--- config.mk ---
export PLATFORM = sky130hd
export DESIGN_NAME = fault_status_capture_flat
export DESIGN_NICKNAME = d
export VERILOG_FILES = /design/src/fault_pkg.sv /design/src/fault_if.sv /design/src/sticky_w1c.sv /design/src/fault_status_capture.sv /design/src/flat_wrapper.sv
export SDC_FILE = /design/constraint.sdc
export NUM_CORES = 1
export LEC_CHECK = 0
export BUFFER_PORTS_ARGS = -buffer_cell sky130_fd_sc_hd__buf_2
export CORE_MARGIN = 4
export CORE_UTILIZATION = 30
export CTS_CLUSTER_DIAMETER = 100
export DETAILED_ROUTE_END_ITERATION = 16
export GPL_ROUTABILITY_DRIVEN = 0
export PLACE_DENSITY = 0.58
export SLEW_MARGIN = 20
export SYNTH_ARGS = -nofsm -noshare
export SYNTH_HDL_FRONTEND = slang
export SYNTH_SLANG_ARGS = --single-unit
--- constraint.sdc ---
create_clock -name MCLK_I -period 4 [get_ports MCLK_I]
set_input_delay 1.2 -clock MCLK_I [delete_from_list [all_inputs] [get_ports MCLK_I]]
set_output_delay 1.2 -clock MCLK_I [all_outputs]
set_load 0.01 [all_outputs]
--- src/fault_pkg.sv ---
package fault_pkg;

   // ***********************************************************
   // Widths and register offsets
   // ***********************************************************
   localparam int         DATA_W       = 32;
   localparam int         ADDR_W       = 8;
   localparam logic [7:0] OFS_COMBINED = 8'h28;
   localparam logic [7:0] OFS_HARD     = 8'h2c;
   localparam logic [7:0] OFS_MEM_ADDR = 8'h34;
   localparam logic [7:0] OFS_BUS_ADDR = 8'h38;
   localparam logic [7:0] OFS_AUX      = 8'h3c;

   // ***********************************************************
   // Field positions
   // ***********************************************************
   localparam int MF_FETCH      = 0;
   localparam int MF_DATA       = 1;
   localparam int MF_UNSTACK    = 3;
   localparam int MF_STACK      = 4;
   localparam int MF_LAZY_FP    = 5;
   localparam int MF_ADDR_VALID = 7;
   localparam int BF_ADDR_VALID = 15;
   localparam int HF_VECTOR     = 1;
   localparam int HF_FORCED     = 30;
   localparam int HF_DEBUG      = 31;

   // ***********************************************************
   // Implemented bits and reset values
   // ***********************************************************
   localparam logic [7:0]  MEM_STATUS_MASK = 8'hbb;
   localparam logic [31:0] HARD_MASK       = 32'h4000_0002;
   localparam logic [7:0]  MEM_STATUS_RST  = 8'h00;
   localparam logic [31:0] HARD_RST        = 32'h0000_0000;
   localparam logic [31:0] AUX_RST         = 32'h0000_0000;
   localparam logic [31:0] ADDR_RST        = 32'h0000_0000;
   localparam logic [0:0]  BUS_VALID_RST   = 1'h0;

   // Fault causes reported by the exception logic.
   typedef enum logic [2:0] {
      FK_NONE        = 3'h0,
      FK_LAZY_FP     = 3'h1,
      FK_STACKING    = 3'h2,
      FK_UNSTACKING  = 3'h3,
      FK_DATA        = 3'h4,
      FK_FETCH       = 3'h5,
      FK_BUS_PRECISE = 3'h6,
      FK_VECTOR      = 3'h7
   } fault_kind_t;

   // Expands byte enables into a bit mask.
   function automatic logic [31:0] lane_mask(input logic [3:0] be);
      lane_mask = {{8{be[3]}}, {8{be[2]}}, {8{be[1]}}, {8{be[0]}}};
   endfunction

   // True for an aligned access; narrow lanes only where allowed.
   function automatic logic lanes_ok(input logic [1:0] low,
                                     input logic [3:0] be,
                                     input logic       narrow_ok);
      logic legal;
      legal = (be == 4'hf);
      if (narrow_ok) begin
         legal = legal || (be == 4'h1) || (be == 4'h2) || (be == 4'h4) ||
                 (be == 4'h8) || (be == 4'h3) || (be == 4'hc);
      end
      lanes_ok = (low == 2'h0) && legal;
   endfunction

endpackage

--- src/fault_if.sv ---
`timescale 1ns/10ps
interface fault_if
   import fault_pkg::*;
();
   logic        ev_valid;     // One-cycle fault event.
   fault_kind_t ev_kind;      // Cause of the event.
   logic        ev_forced;    // Event escalated to hard fault.
   logic [31:0] ev_addr;      // Address that actually faulted.
   logic [31:0] ev_req_addr;  // Address the instruction requested.
   logic [31:0] aux_pulse;    // Side error pulses, one bit each.

   modport core (output ev_valid, ev_kind, ev_forced, ev_addr, ev_req_addr, aux_pulse);
   modport regs (input  ev_valid, ev_kind, ev_forced, ev_addr, ev_req_addr, aux_pulse);
endinterface

--- src/sticky_w1c.sv ---
`timescale 1ns/10ps
module sticky_w1c #(
   parameter int               WIDTH = 32,
   parameter logic [WIDTH-1:0] RST   = '0
) (
   input  wire logic             clk_i,  // System clock.
   input  wire logic             rst_i,  // Synchronous reset.
   input  wire logic [WIDTH-1:0] set_i,  // Hardware set pulses.
   input  wire logic [WIDTH-1:0] clr_i,  // Software write-one clears.
   output logic      [WIDTH-1:0] q_o     // Flag state.
);

   logic [WIDTH-1:0] next_q;

   generate
      if (WIDTH < 1) begin : g_bad
         $error("sticky_w1c needs WIDTH of at least one.");
      end
   endgenerate

   // A set in the same cycle as a clear wins, so no event is lost.
   always_comb begin
      next_q = (q_o & ~clr_i) | set_i;
   end

   // State register.
   always_ff @(posedge clk_i) begin
      if (rst_i) begin
         q_o <= RST;
      end else begin
         q_o <= next_q;
      end
   end

endmodule

--- src/fault_status_capture.sv ---
`timescale 1ns/10ps
module fault_status_capture
   import fault_pkg::*;
(
   input  wire logic        MCLK_I,             // System clock, 125 MHz.
   input  wire logic        SYS_RST_I,          // Synchronous reset, high.
   fault_if.regs            FLT,                // Events from the core.
   input  wire logic [7:0]  AVS_ADDRESS_I,      // Byte address in block.
   input  wire logic        AVS_READ_I,         // Read request.
   input  wire logic        AVS_WRITE_I,        // Write request.
   input  wire logic [31:0] AVS_WRITEDATA_I,    // Write data.
   input  wire logic [3:0]  AVS_BYTEENABLE_I,   // Byte lanes.
   output logic      [31:0] AVS_READDATA_O,     // Read data.
   output logic             AVS_WAITREQUEST_O   // Stall until answered.
);

   // ***********************************************************
   // Declarations
   // ***********************************************************
   logic        ack;
   logic        next_ack;
   logic [31:0] next_readdata;
   logic        wr_go;
   logic        sel_comb;
   logic        sel_hard;
   logic        sel_mem_addr;
   logic        sel_bus_addr;
   logic        sel_aux;
   logic        lanes_good;
   logic [31:0] wr_bits;
   logic [7:0]  mem_set;
   logic [7:0]  mem_clr;
   logic [7:0]  mem_status;
   logic [0:0]  bus_set;
   logic [0:0]  bus_clr;
   logic [0:0]  bus_valid;
   logic [31:0] hard_set;
   logic [31:0] hard_clr;
   logic [31:0] hard_status;
   logic [31:0] aux_clr;
   logic [31:0] aux_status;
   logic [31:0] mem_addr;
   logic [31:0] next_mem_addr;
   logic [31:0] bus_addr;
   logic [31:0] next_bus_addr;

   // ***********************************************************
   // Bus handshake and decode
   // ***********************************************************
   // One wait cycle per access; the data path has a flop on it.
   always_comb begin
      AVS_WAITREQUEST_O = (AVS_READ_I | AVS_WRITE_I) & ~ack;
      next_ack          = (AVS_READ_I | AVS_WRITE_I) & ~ack;
      wr_go             = AVS_WRITE_I & ack;
      sel_comb          = (AVS_ADDRESS_I[7:2] == OFS_COMBINED[7:2]);
      sel_hard          = (AVS_ADDRESS_I[7:2] == OFS_HARD[7:2]);
      sel_mem_addr      = (AVS_ADDRESS_I[7:2] == OFS_MEM_ADDR[7:2]);
      sel_bus_addr      = (AVS_ADDRESS_I[7:2] == OFS_BUS_ADDR[7:2]);
      sel_aux           = (AVS_ADDRESS_I[7:2] == OFS_AUX[7:2]);
      lanes_good        = lanes_ok(AVS_ADDRESS_I[1:0], AVS_BYTEENABLE_I, sel_comb);
      wr_bits           = wr_go && lanes_good ?
                          (AVS_WRITEDATA_I & lane_mask(AVS_BYTEENABLE_I)) : 32'h0000_0000;
   end

   // ***********************************************************
   // Fault event decode
   // ***********************************************************
   // Maps each core event onto the flags it sets.
   always_comb begin
      mem_set  = 8'h00;
      bus_set  = 1'b0;
      hard_set = 32'h0000_0000;
      if (FLT.ev_valid) begin
         unique case (FLT.ev_kind)
            FK_LAZY_FP:     mem_set[MF_LAZY_FP] = 1'b1;
            FK_STACKING:    mem_set[MF_STACK] = 1'b1;
            FK_UNSTACKING:  mem_set[MF_UNSTACK] = 1'b1;
            FK_DATA: begin
               mem_set[MF_DATA] = 1'b1;
               mem_set[MF_ADDR_VALID] = 1'b1;
            end
            FK_FETCH:       mem_set[MF_FETCH] = 1'b1;
            FK_BUS_PRECISE: bus_set = 1'b1;
            FK_VECTOR:      hard_set[HF_VECTOR] = 1'b1;
            default:        mem_set = 8'h00;
         endcase
         hard_set[HF_FORCED] = FLT.ev_forced;
      end
   end

   // ***********************************************************
   // Status flags
   // ***********************************************************
   // Software clears by writing ones; reserved bits never get a set.
   always_comb begin
      mem_clr  = sel_comb ? wr_bits[7:0] : 8'h00;
      bus_clr  = sel_comb ? wr_bits[BF_ADDR_VALID] : 1'b0;
      hard_clr = sel_hard ? (wr_bits & HARD_MASK) : 32'h0000_0000;
      aux_clr  = sel_aux ? wr_bits : 32'h0000_0000;
   end

   sticky_w1c #(
      .WIDTH (8),
      .RST   (MEM_STATUS_RST)
   ) u_mem_status (
      .clk_i (MCLK_I),
      .rst_i (SYS_RST_I),
      .set_i (mem_set & MEM_STATUS_MASK),
      .clr_i (mem_clr),
      .q_o   (mem_status)
   );

   sticky_w1c #(
      .WIDTH (1),
      .RST   (BUS_VALID_RST)
   ) u_bus_valid (
      .clk_i (MCLK_I),
      .rst_i (SYS_RST_I),
      .set_i (bus_set),
      .clr_i (bus_clr),
      .q_o   (bus_valid)
   );

   sticky_w1c #(
      .WIDTH (32),
      .RST   (HARD_RST)
   ) u_hard_status (
      .clk_i (MCLK_I),
      .rst_i (SYS_RST_I),
      .set_i (hard_set & HARD_MASK),
      .clr_i (hard_clr),
      .q_o   (hard_status)
   );

   // Side error bits feed no exception request; software polls or wires
   // a separate interrupt if it needs one.
   // pulse sets side bit
   sticky_w1c #(
      .WIDTH (32),
      .RST   (AUX_RST)
   ) u_aux_status (
      .clk_i (MCLK_I),
      .rst_i (SYS_RST_I),
      .set_i (FLT.aux_pulse),
      .clr_i (aux_clr),
      .q_o   (aux_status)
   );

   // ***********************************************************
   // Fault address registers
   // ***********************************************************
   // A capture beats a software write in the same cycle, since the
   // hardware address is the one a handler must see.
   always_comb begin
      next_mem_addr = mem_addr;
      next_bus_addr = bus_addr;
      if (sel_mem_addr && wr_go && lanes_good) begin
         next_mem_addr = AVS_WRITEDATA_I;
      end
      if (sel_bus_addr && wr_go && lanes_good) begin
         next_bus_addr = AVS_WRITEDATA_I;
      end
      if (FLT.ev_valid && (FLT.ev_kind == FK_DATA)) begin
         next_mem_addr = FLT.ev_addr;
      end
      if (FLT.ev_valid && (FLT.ev_kind == FK_BUS_PRECISE)) begin
         next_bus_addr = FLT.ev_req_addr;
      end
   end

   // ***********************************************************
   // Read data
   // ***********************************************************
   // Unmapped or refused reads answer zero.
   always_comb begin
      next_readdata = AVS_READDATA_O;
      if (AVS_READ_I && !ack) begin
         next_readdata = 32'h0000_0000;
         if (lanes_good) begin
            if (sel_comb) begin
               next_readdata = {16'h0000, bus_valid, 7'h00, mem_status & MEM_STATUS_MASK};
            end else if (sel_hard) begin
               next_readdata = hard_status & HARD_MASK;
            end else if (sel_mem_addr) begin
               next_readdata = mem_addr;
            end else if (sel_bus_addr) begin
               next_readdata = bus_addr;
            end else if (sel_aux) begin
               next_readdata = aux_status;
            end
         end
      end
   end

   // ***********************************************************
   // Registers
   // ***********************************************************
   // Handshake, read data and address registers.
   always_ff @(posedge MCLK_I) begin
      if (SYS_RST_I) begin
         ack            <= 1'b0;
         AVS_READDATA_O <= 32'h0000_0000;
         mem_addr       <= ADDR_RST;
         bus_addr       <= ADDR_RST;
      end else begin
         ack            <= next_ack;
         AVS_READDATA_O <= next_readdata;
         mem_addr       <= next_mem_addr;
         bus_addr       <= next_bus_addr;
      end
   end

endmodule

--- src/flat_wrapper.sv ---
// flat-port wrapper written by rule: the top's interface ports become plain ports
module fault_status_capture_flat import fault_pkg::*;
  (MCLK_I, SYS_RST_I, AVS_ADDRESS_I, AVS_READ_I, AVS_WRITE_I, AVS_WRITEDATA_I, AVS_BYTEENABLE_I, AVS_READDATA_O, AVS_WAITREQUEST_O, FLT_ev_valid, FLT_ev_kind, FLT_ev_forced, FLT_ev_addr, FLT_ev_req_addr, FLT_aux_pulse);
  fault_if FLT_i ();
  input  wire logic MCLK_I;
  input  wire logic SYS_RST_I;
  input  wire logic [7:0] AVS_ADDRESS_I;
  input  wire logic AVS_READ_I;
  input  wire logic AVS_WRITE_I;
  input  wire logic [31:0] AVS_WRITEDATA_I;
  input  wire logic [3:0] AVS_BYTEENABLE_I;
  output logic      [31:0] AVS_READDATA_O;
  output logic AVS_WAITREQUEST_O;
  input wire logic [$bits(FLT_i.ev_valid)-1:0] FLT_ev_valid;
  input wire logic [$bits(FLT_i.ev_kind)-1:0] FLT_ev_kind;
  input wire logic [$bits(FLT_i.ev_forced)-1:0] FLT_ev_forced;
  input wire logic [$bits(FLT_i.ev_addr)-1:0] FLT_ev_addr;
  input wire logic [$bits(FLT_i.ev_req_addr)-1:0] FLT_ev_req_addr;
  input wire logic [$bits(FLT_i.aux_pulse)-1:0] FLT_aux_pulse;
  assign FLT_i.ev_valid = FLT_ev_valid;
  assign FLT_i.ev_kind = FLT_ev_kind;
  assign FLT_i.ev_forced = FLT_ev_forced;
  assign FLT_i.ev_addr = FLT_ev_addr;
  assign FLT_i.ev_req_addr = FLT_ev_req_addr;
  assign FLT_i.aux_pulse = FLT_aux_pulse;
  fault_status_capture u_core (.MCLK_I(MCLK_I), .SYS_RST_I(SYS_RST_I), .FLT(FLT_i), .AVS_ADDRESS_I(AVS_ADDRESS_I), .AVS_READ_I(AVS_READ_I), .AVS_WRITE_I(AVS_WRITE_I), .AVS_WRITEDATA_I(AVS_WRITEDATA_I), .AVS_BYTEENABLE_I(AVS_BYTEENABLE_I), .AVS_READDATA_O(AVS_READDATA_O), .AVS_WAITREQUEST_O(AVS_WAITREQUEST_O));
endmodule
==> results by group <==
Finish
  • Final #Nets: ~1100
  • Synthesis-to-layout area growth: 27.6%
  • Finished Layout Cells: 1218
  • Layout cell share with drive strength beyond 1: 28.8%

Die
  • Horiz. Die Dim: roughly 150 um
  • Row cnt: 53
  • IO Count: 182
  • Die Ht: 154 um
  • Core area: roughly 0.021 mm^2
  • Starting Density: 30.5%
  • Die area: about 0.024 mm^2

Detailed routing
  • DR vias: approximately 6200
  • Initial DRT Pass Iterations: 4
  • Final WL: about 21000 um
  • DRC Markers: 0
  • DR WL/cell: roughly 18 um
  • Initial drt markers: 391
  • Final ANT Viol Nets: 0
  • Post-DR vias/cell: about 5.1

Clock network
  • Num CTS Buffers: 17
  • H-tree Lvls: 4
  • CTS root buffer: clkbuf_16
  • Post-cts resize count: 0
  • CTS tree: yes
  • CTS Hold Bufs: 0
  • CTS clk-pin slew, worst paths: roughly 0.060 ns
  • Post-CTS setup buffers: 0
  • Clk buf depth: 2
  • CTS Sinks: between 100 and 150
  • Worst-Skew Late Latency: roughly 0.43 ns

Setup path
  • Crit-path max FO: 21
  • Critical Path Start Type: input pin
  • Data required, critical path: between 4 and 5 ns
  • WP data arrival: ~3.2 ns
  • Crit Path Category: in2reg
  • CP endpoint kind: register

Power
  • PwrDens: 427 mW/mm^2
  • P_int: approximately 2.7 mW
  • Clk network pwr share: about 50%
  • LEAKAGE: roughly 3.3 nW
  • Part of the power in registers: a little over two fifths
  • Switching power: roughly 0.82 mW
  • Peak supply drop: 0.254 mV
  • Sw frac: 23.5%
  • Comb power frac: 8.8%

Timing
  • Final Max Tran Viols: 0
  • Tcrit/Tclk final: ~70%
  • Setup TNS Final: 0 ns
  • Setup Skew: between 0.01 and 0.015 ns
  • Minimum clock period: between 2 and 3 ns
  • # setup viols final: 0
  • Hold Vio Cnt, Final: 0
  • Fmax: around 350 MHz
  • RSZ-0062 raised after global routing: false
  • Pin slew with the least headroom to its limit: 0.912 ns
  • Worst slew margin: ~40%

Placed design
  • Dpl hpwl: 15200 um
  • Port-buffer cells: approximately 180
  • Cell total after placement: ~1200

Synth
  • Synth top area cells: dfxtp_1 (43%), a311oi_1 (14%), nand2_1 (9.9%), nor2_1 (6.0%), mux2_2 (5.5%)
  • Area leader, netlist: dfxtp_1
  • Count leader, synth: nand2_1
  • Post-Syn Instances: 775
  • Post-synth cell types: 42
  • Ys async rst share: 0%
  • Mapped Area: between 0.006 and 0.007 mm^2
  • Sequential share of the synthesized area: 43.3%
  • Flops & latches, synth: ~140
  • Share of the synthesized area in the top cell type: 43.3%
  • Synth Flop Type: dfxtp_1
  • Post-Synthesis Mean Instance Area: between 8 and 9 um^2
  • Post-Syn Nets: ~920
  • Number of synthesized flops with an enable pin: 0
  • Top post-synthesis cells by count: nand2_1 (168), dfxtp_1 (138), nor2_1 (102), a311oi_1 (101), clkbuf_1 (45)
  • Yosys warning count: 0

GRT
  • Initial antenna violation count: 2
  • Largest net degree at the start of global routing: 63
  • Total congestion overflow: 0
  • Overall global routing resource usage: between 10% and 20%
  • First-pass GRT wire length: about 33000 um
  • Vias in the first global route: 6007

Run status
  • Status: finished clean

Flow run
  • Max_cap viols: 0

Hold path
  • Hold Crit Class: reg2reg
worst max-delay path: stages:
cell and delay (ns):
buf_2 0.44, nor2b_4 0.58, and4_1 0.30, buf_4 0.29, nand2_1 0.09, a311oi_1 0.27
per-stage QoR:
stage	hold WS (ns)	instance area [um^2]	power, mW	setup WS [ns]	utilization (%)
after detailed placement	0.437	7510	1.79	0.680	35.8
after global placement	0.429	7510	1.79	0.787	35.8
final	0.447	8150	3.48	1.14	38.9
after global routing	0.481	8150	3.60	0.968	38.9
after floorplan	0.443	6380	1.63	1.41	-
after CTS	0.452	8140	3.51	1.12	38.9
path summary, 6_finish.rpt:
| check | cells after the start | startpoint | endpoint | slack (ns) |
|---|---|---|---|---|
| setup reg to reg | 5 | u_core.ack$_SDFF_PP0_ | u_core.bus_addr[18]$_SDFFE_PP0P_ | 2.20 |
| hold / removal | 2 | u_core.AVS_READDATA_O[8]$_SDFFE_PP0P_ | u_core.AVS_READDATA_O[8]$_SDFFE_PP0P_ | 0.45 |
| hold reg to reg | 2 | u_core.AVS_READDATA_O[8]$_SDFFE_PP0P_ | u_core.AVS_READDATA_O[8]$_SDFFE_PP0P_ | 0.45 |
| setup / recovery | 6 | AVS_ADDRESS_I[2] | u_core.mem_addr[16]$_SDFFE_PP0P_ | 1.14 |
kinds of logic (layout without fill, tap and decap cells):
| family | count (synthesis) | in the layout | share of synthesized area (%) |
|---|---|---|---|
| AO/OA/AOI/OAI | 191 | 191 | 23.3 |
| flip-flops | 138 | 138 | 43.3 |
| AND/OR/NAND/NOR | 318 | 318 | 21.4 |
| buffers and inverters | 96 | 263 | 6.37 |
| other | 0 | 1 | 0 |
| multiplexers | 32 | 32 | 5.62 |
layout by cell type (no fill, tap or decap), types with 2 or more instances in the layout:
master / count
a21oi_1: 8
a22o_1: 6
a22oi_1: 29
a311oi_1: 101
a31oi_1: 2
and3_1: 2
and4_1: 2
and4bb_2: 2
buf_2: 180
buf_4: 18
bufinv_16: 5
clkbuf_1: 2
clkbuf_16: 17
clkinv_2: 3
clkinv_4: 3
dfxtp_1: 138
inv_1: 34
mux2_2: 31
nand2_1: 168
nand2b_1: 5
nand3_1: 8
nand4_1: 6
nand4bb_1: 2
nor2_1: 102
nor2b_1: 5
nor2b_4: 2
nor3_1: 3
o2111ai_1: 4
o21ai_0: 28
o31ai_1: 7
registers in the layout, indices dropped and copies added, names as in the netlist:
register and cells:
u_core.u_mem_status.q_o 6, u_core.mem_addr 32, u_core.u_bus_valid.q_o 1, u_core.u_hard_status.q_o 2, u_core.bus_addr 32, u_core.u_aux_status.q_o 32
u_core.ack 1, u_core.AVS_READDATA_O 32
power by group through the flow:
| stage | logic, mW | registers, mW | clock network, mW |
|---|---|---|---|
| floorplan | 0.160 | 1.47 | 0 |
| finish | 0.308 | 1.45 | 1.72 |
| detailed placement | 0.309 | 1.48 | 0 |
| global placement | 0.305 | 1.48 | 0 |
| global route | 0.339 | 1.46 | 1.80 |
| CTS | 0.309 | 1.45 | 1.75 |
per-layer routing:
metal	part of all wire, %	wire [um]	GRT usage, %
met1	46	9970	23.9
met2	45	9770	26.6
met3	6.2	1340	4.28
met4	1.8	382	6.56
met5	0.093	20	0
area by class of cell:
cell class                      count  area, um^2
Clock inverter                     12         199
Sequential cell                   138        2760
Inverter                           34         128
Antenna cell                        1        2.50
Timing Repair Buffer              198        1040
Multi-Input combinational cell    541        3240
Clock buffer                       19         433
Fill cell                        2204       12800
Tap cell                          275         344
No activity file was read; power rests on OpenSTA's default activity.
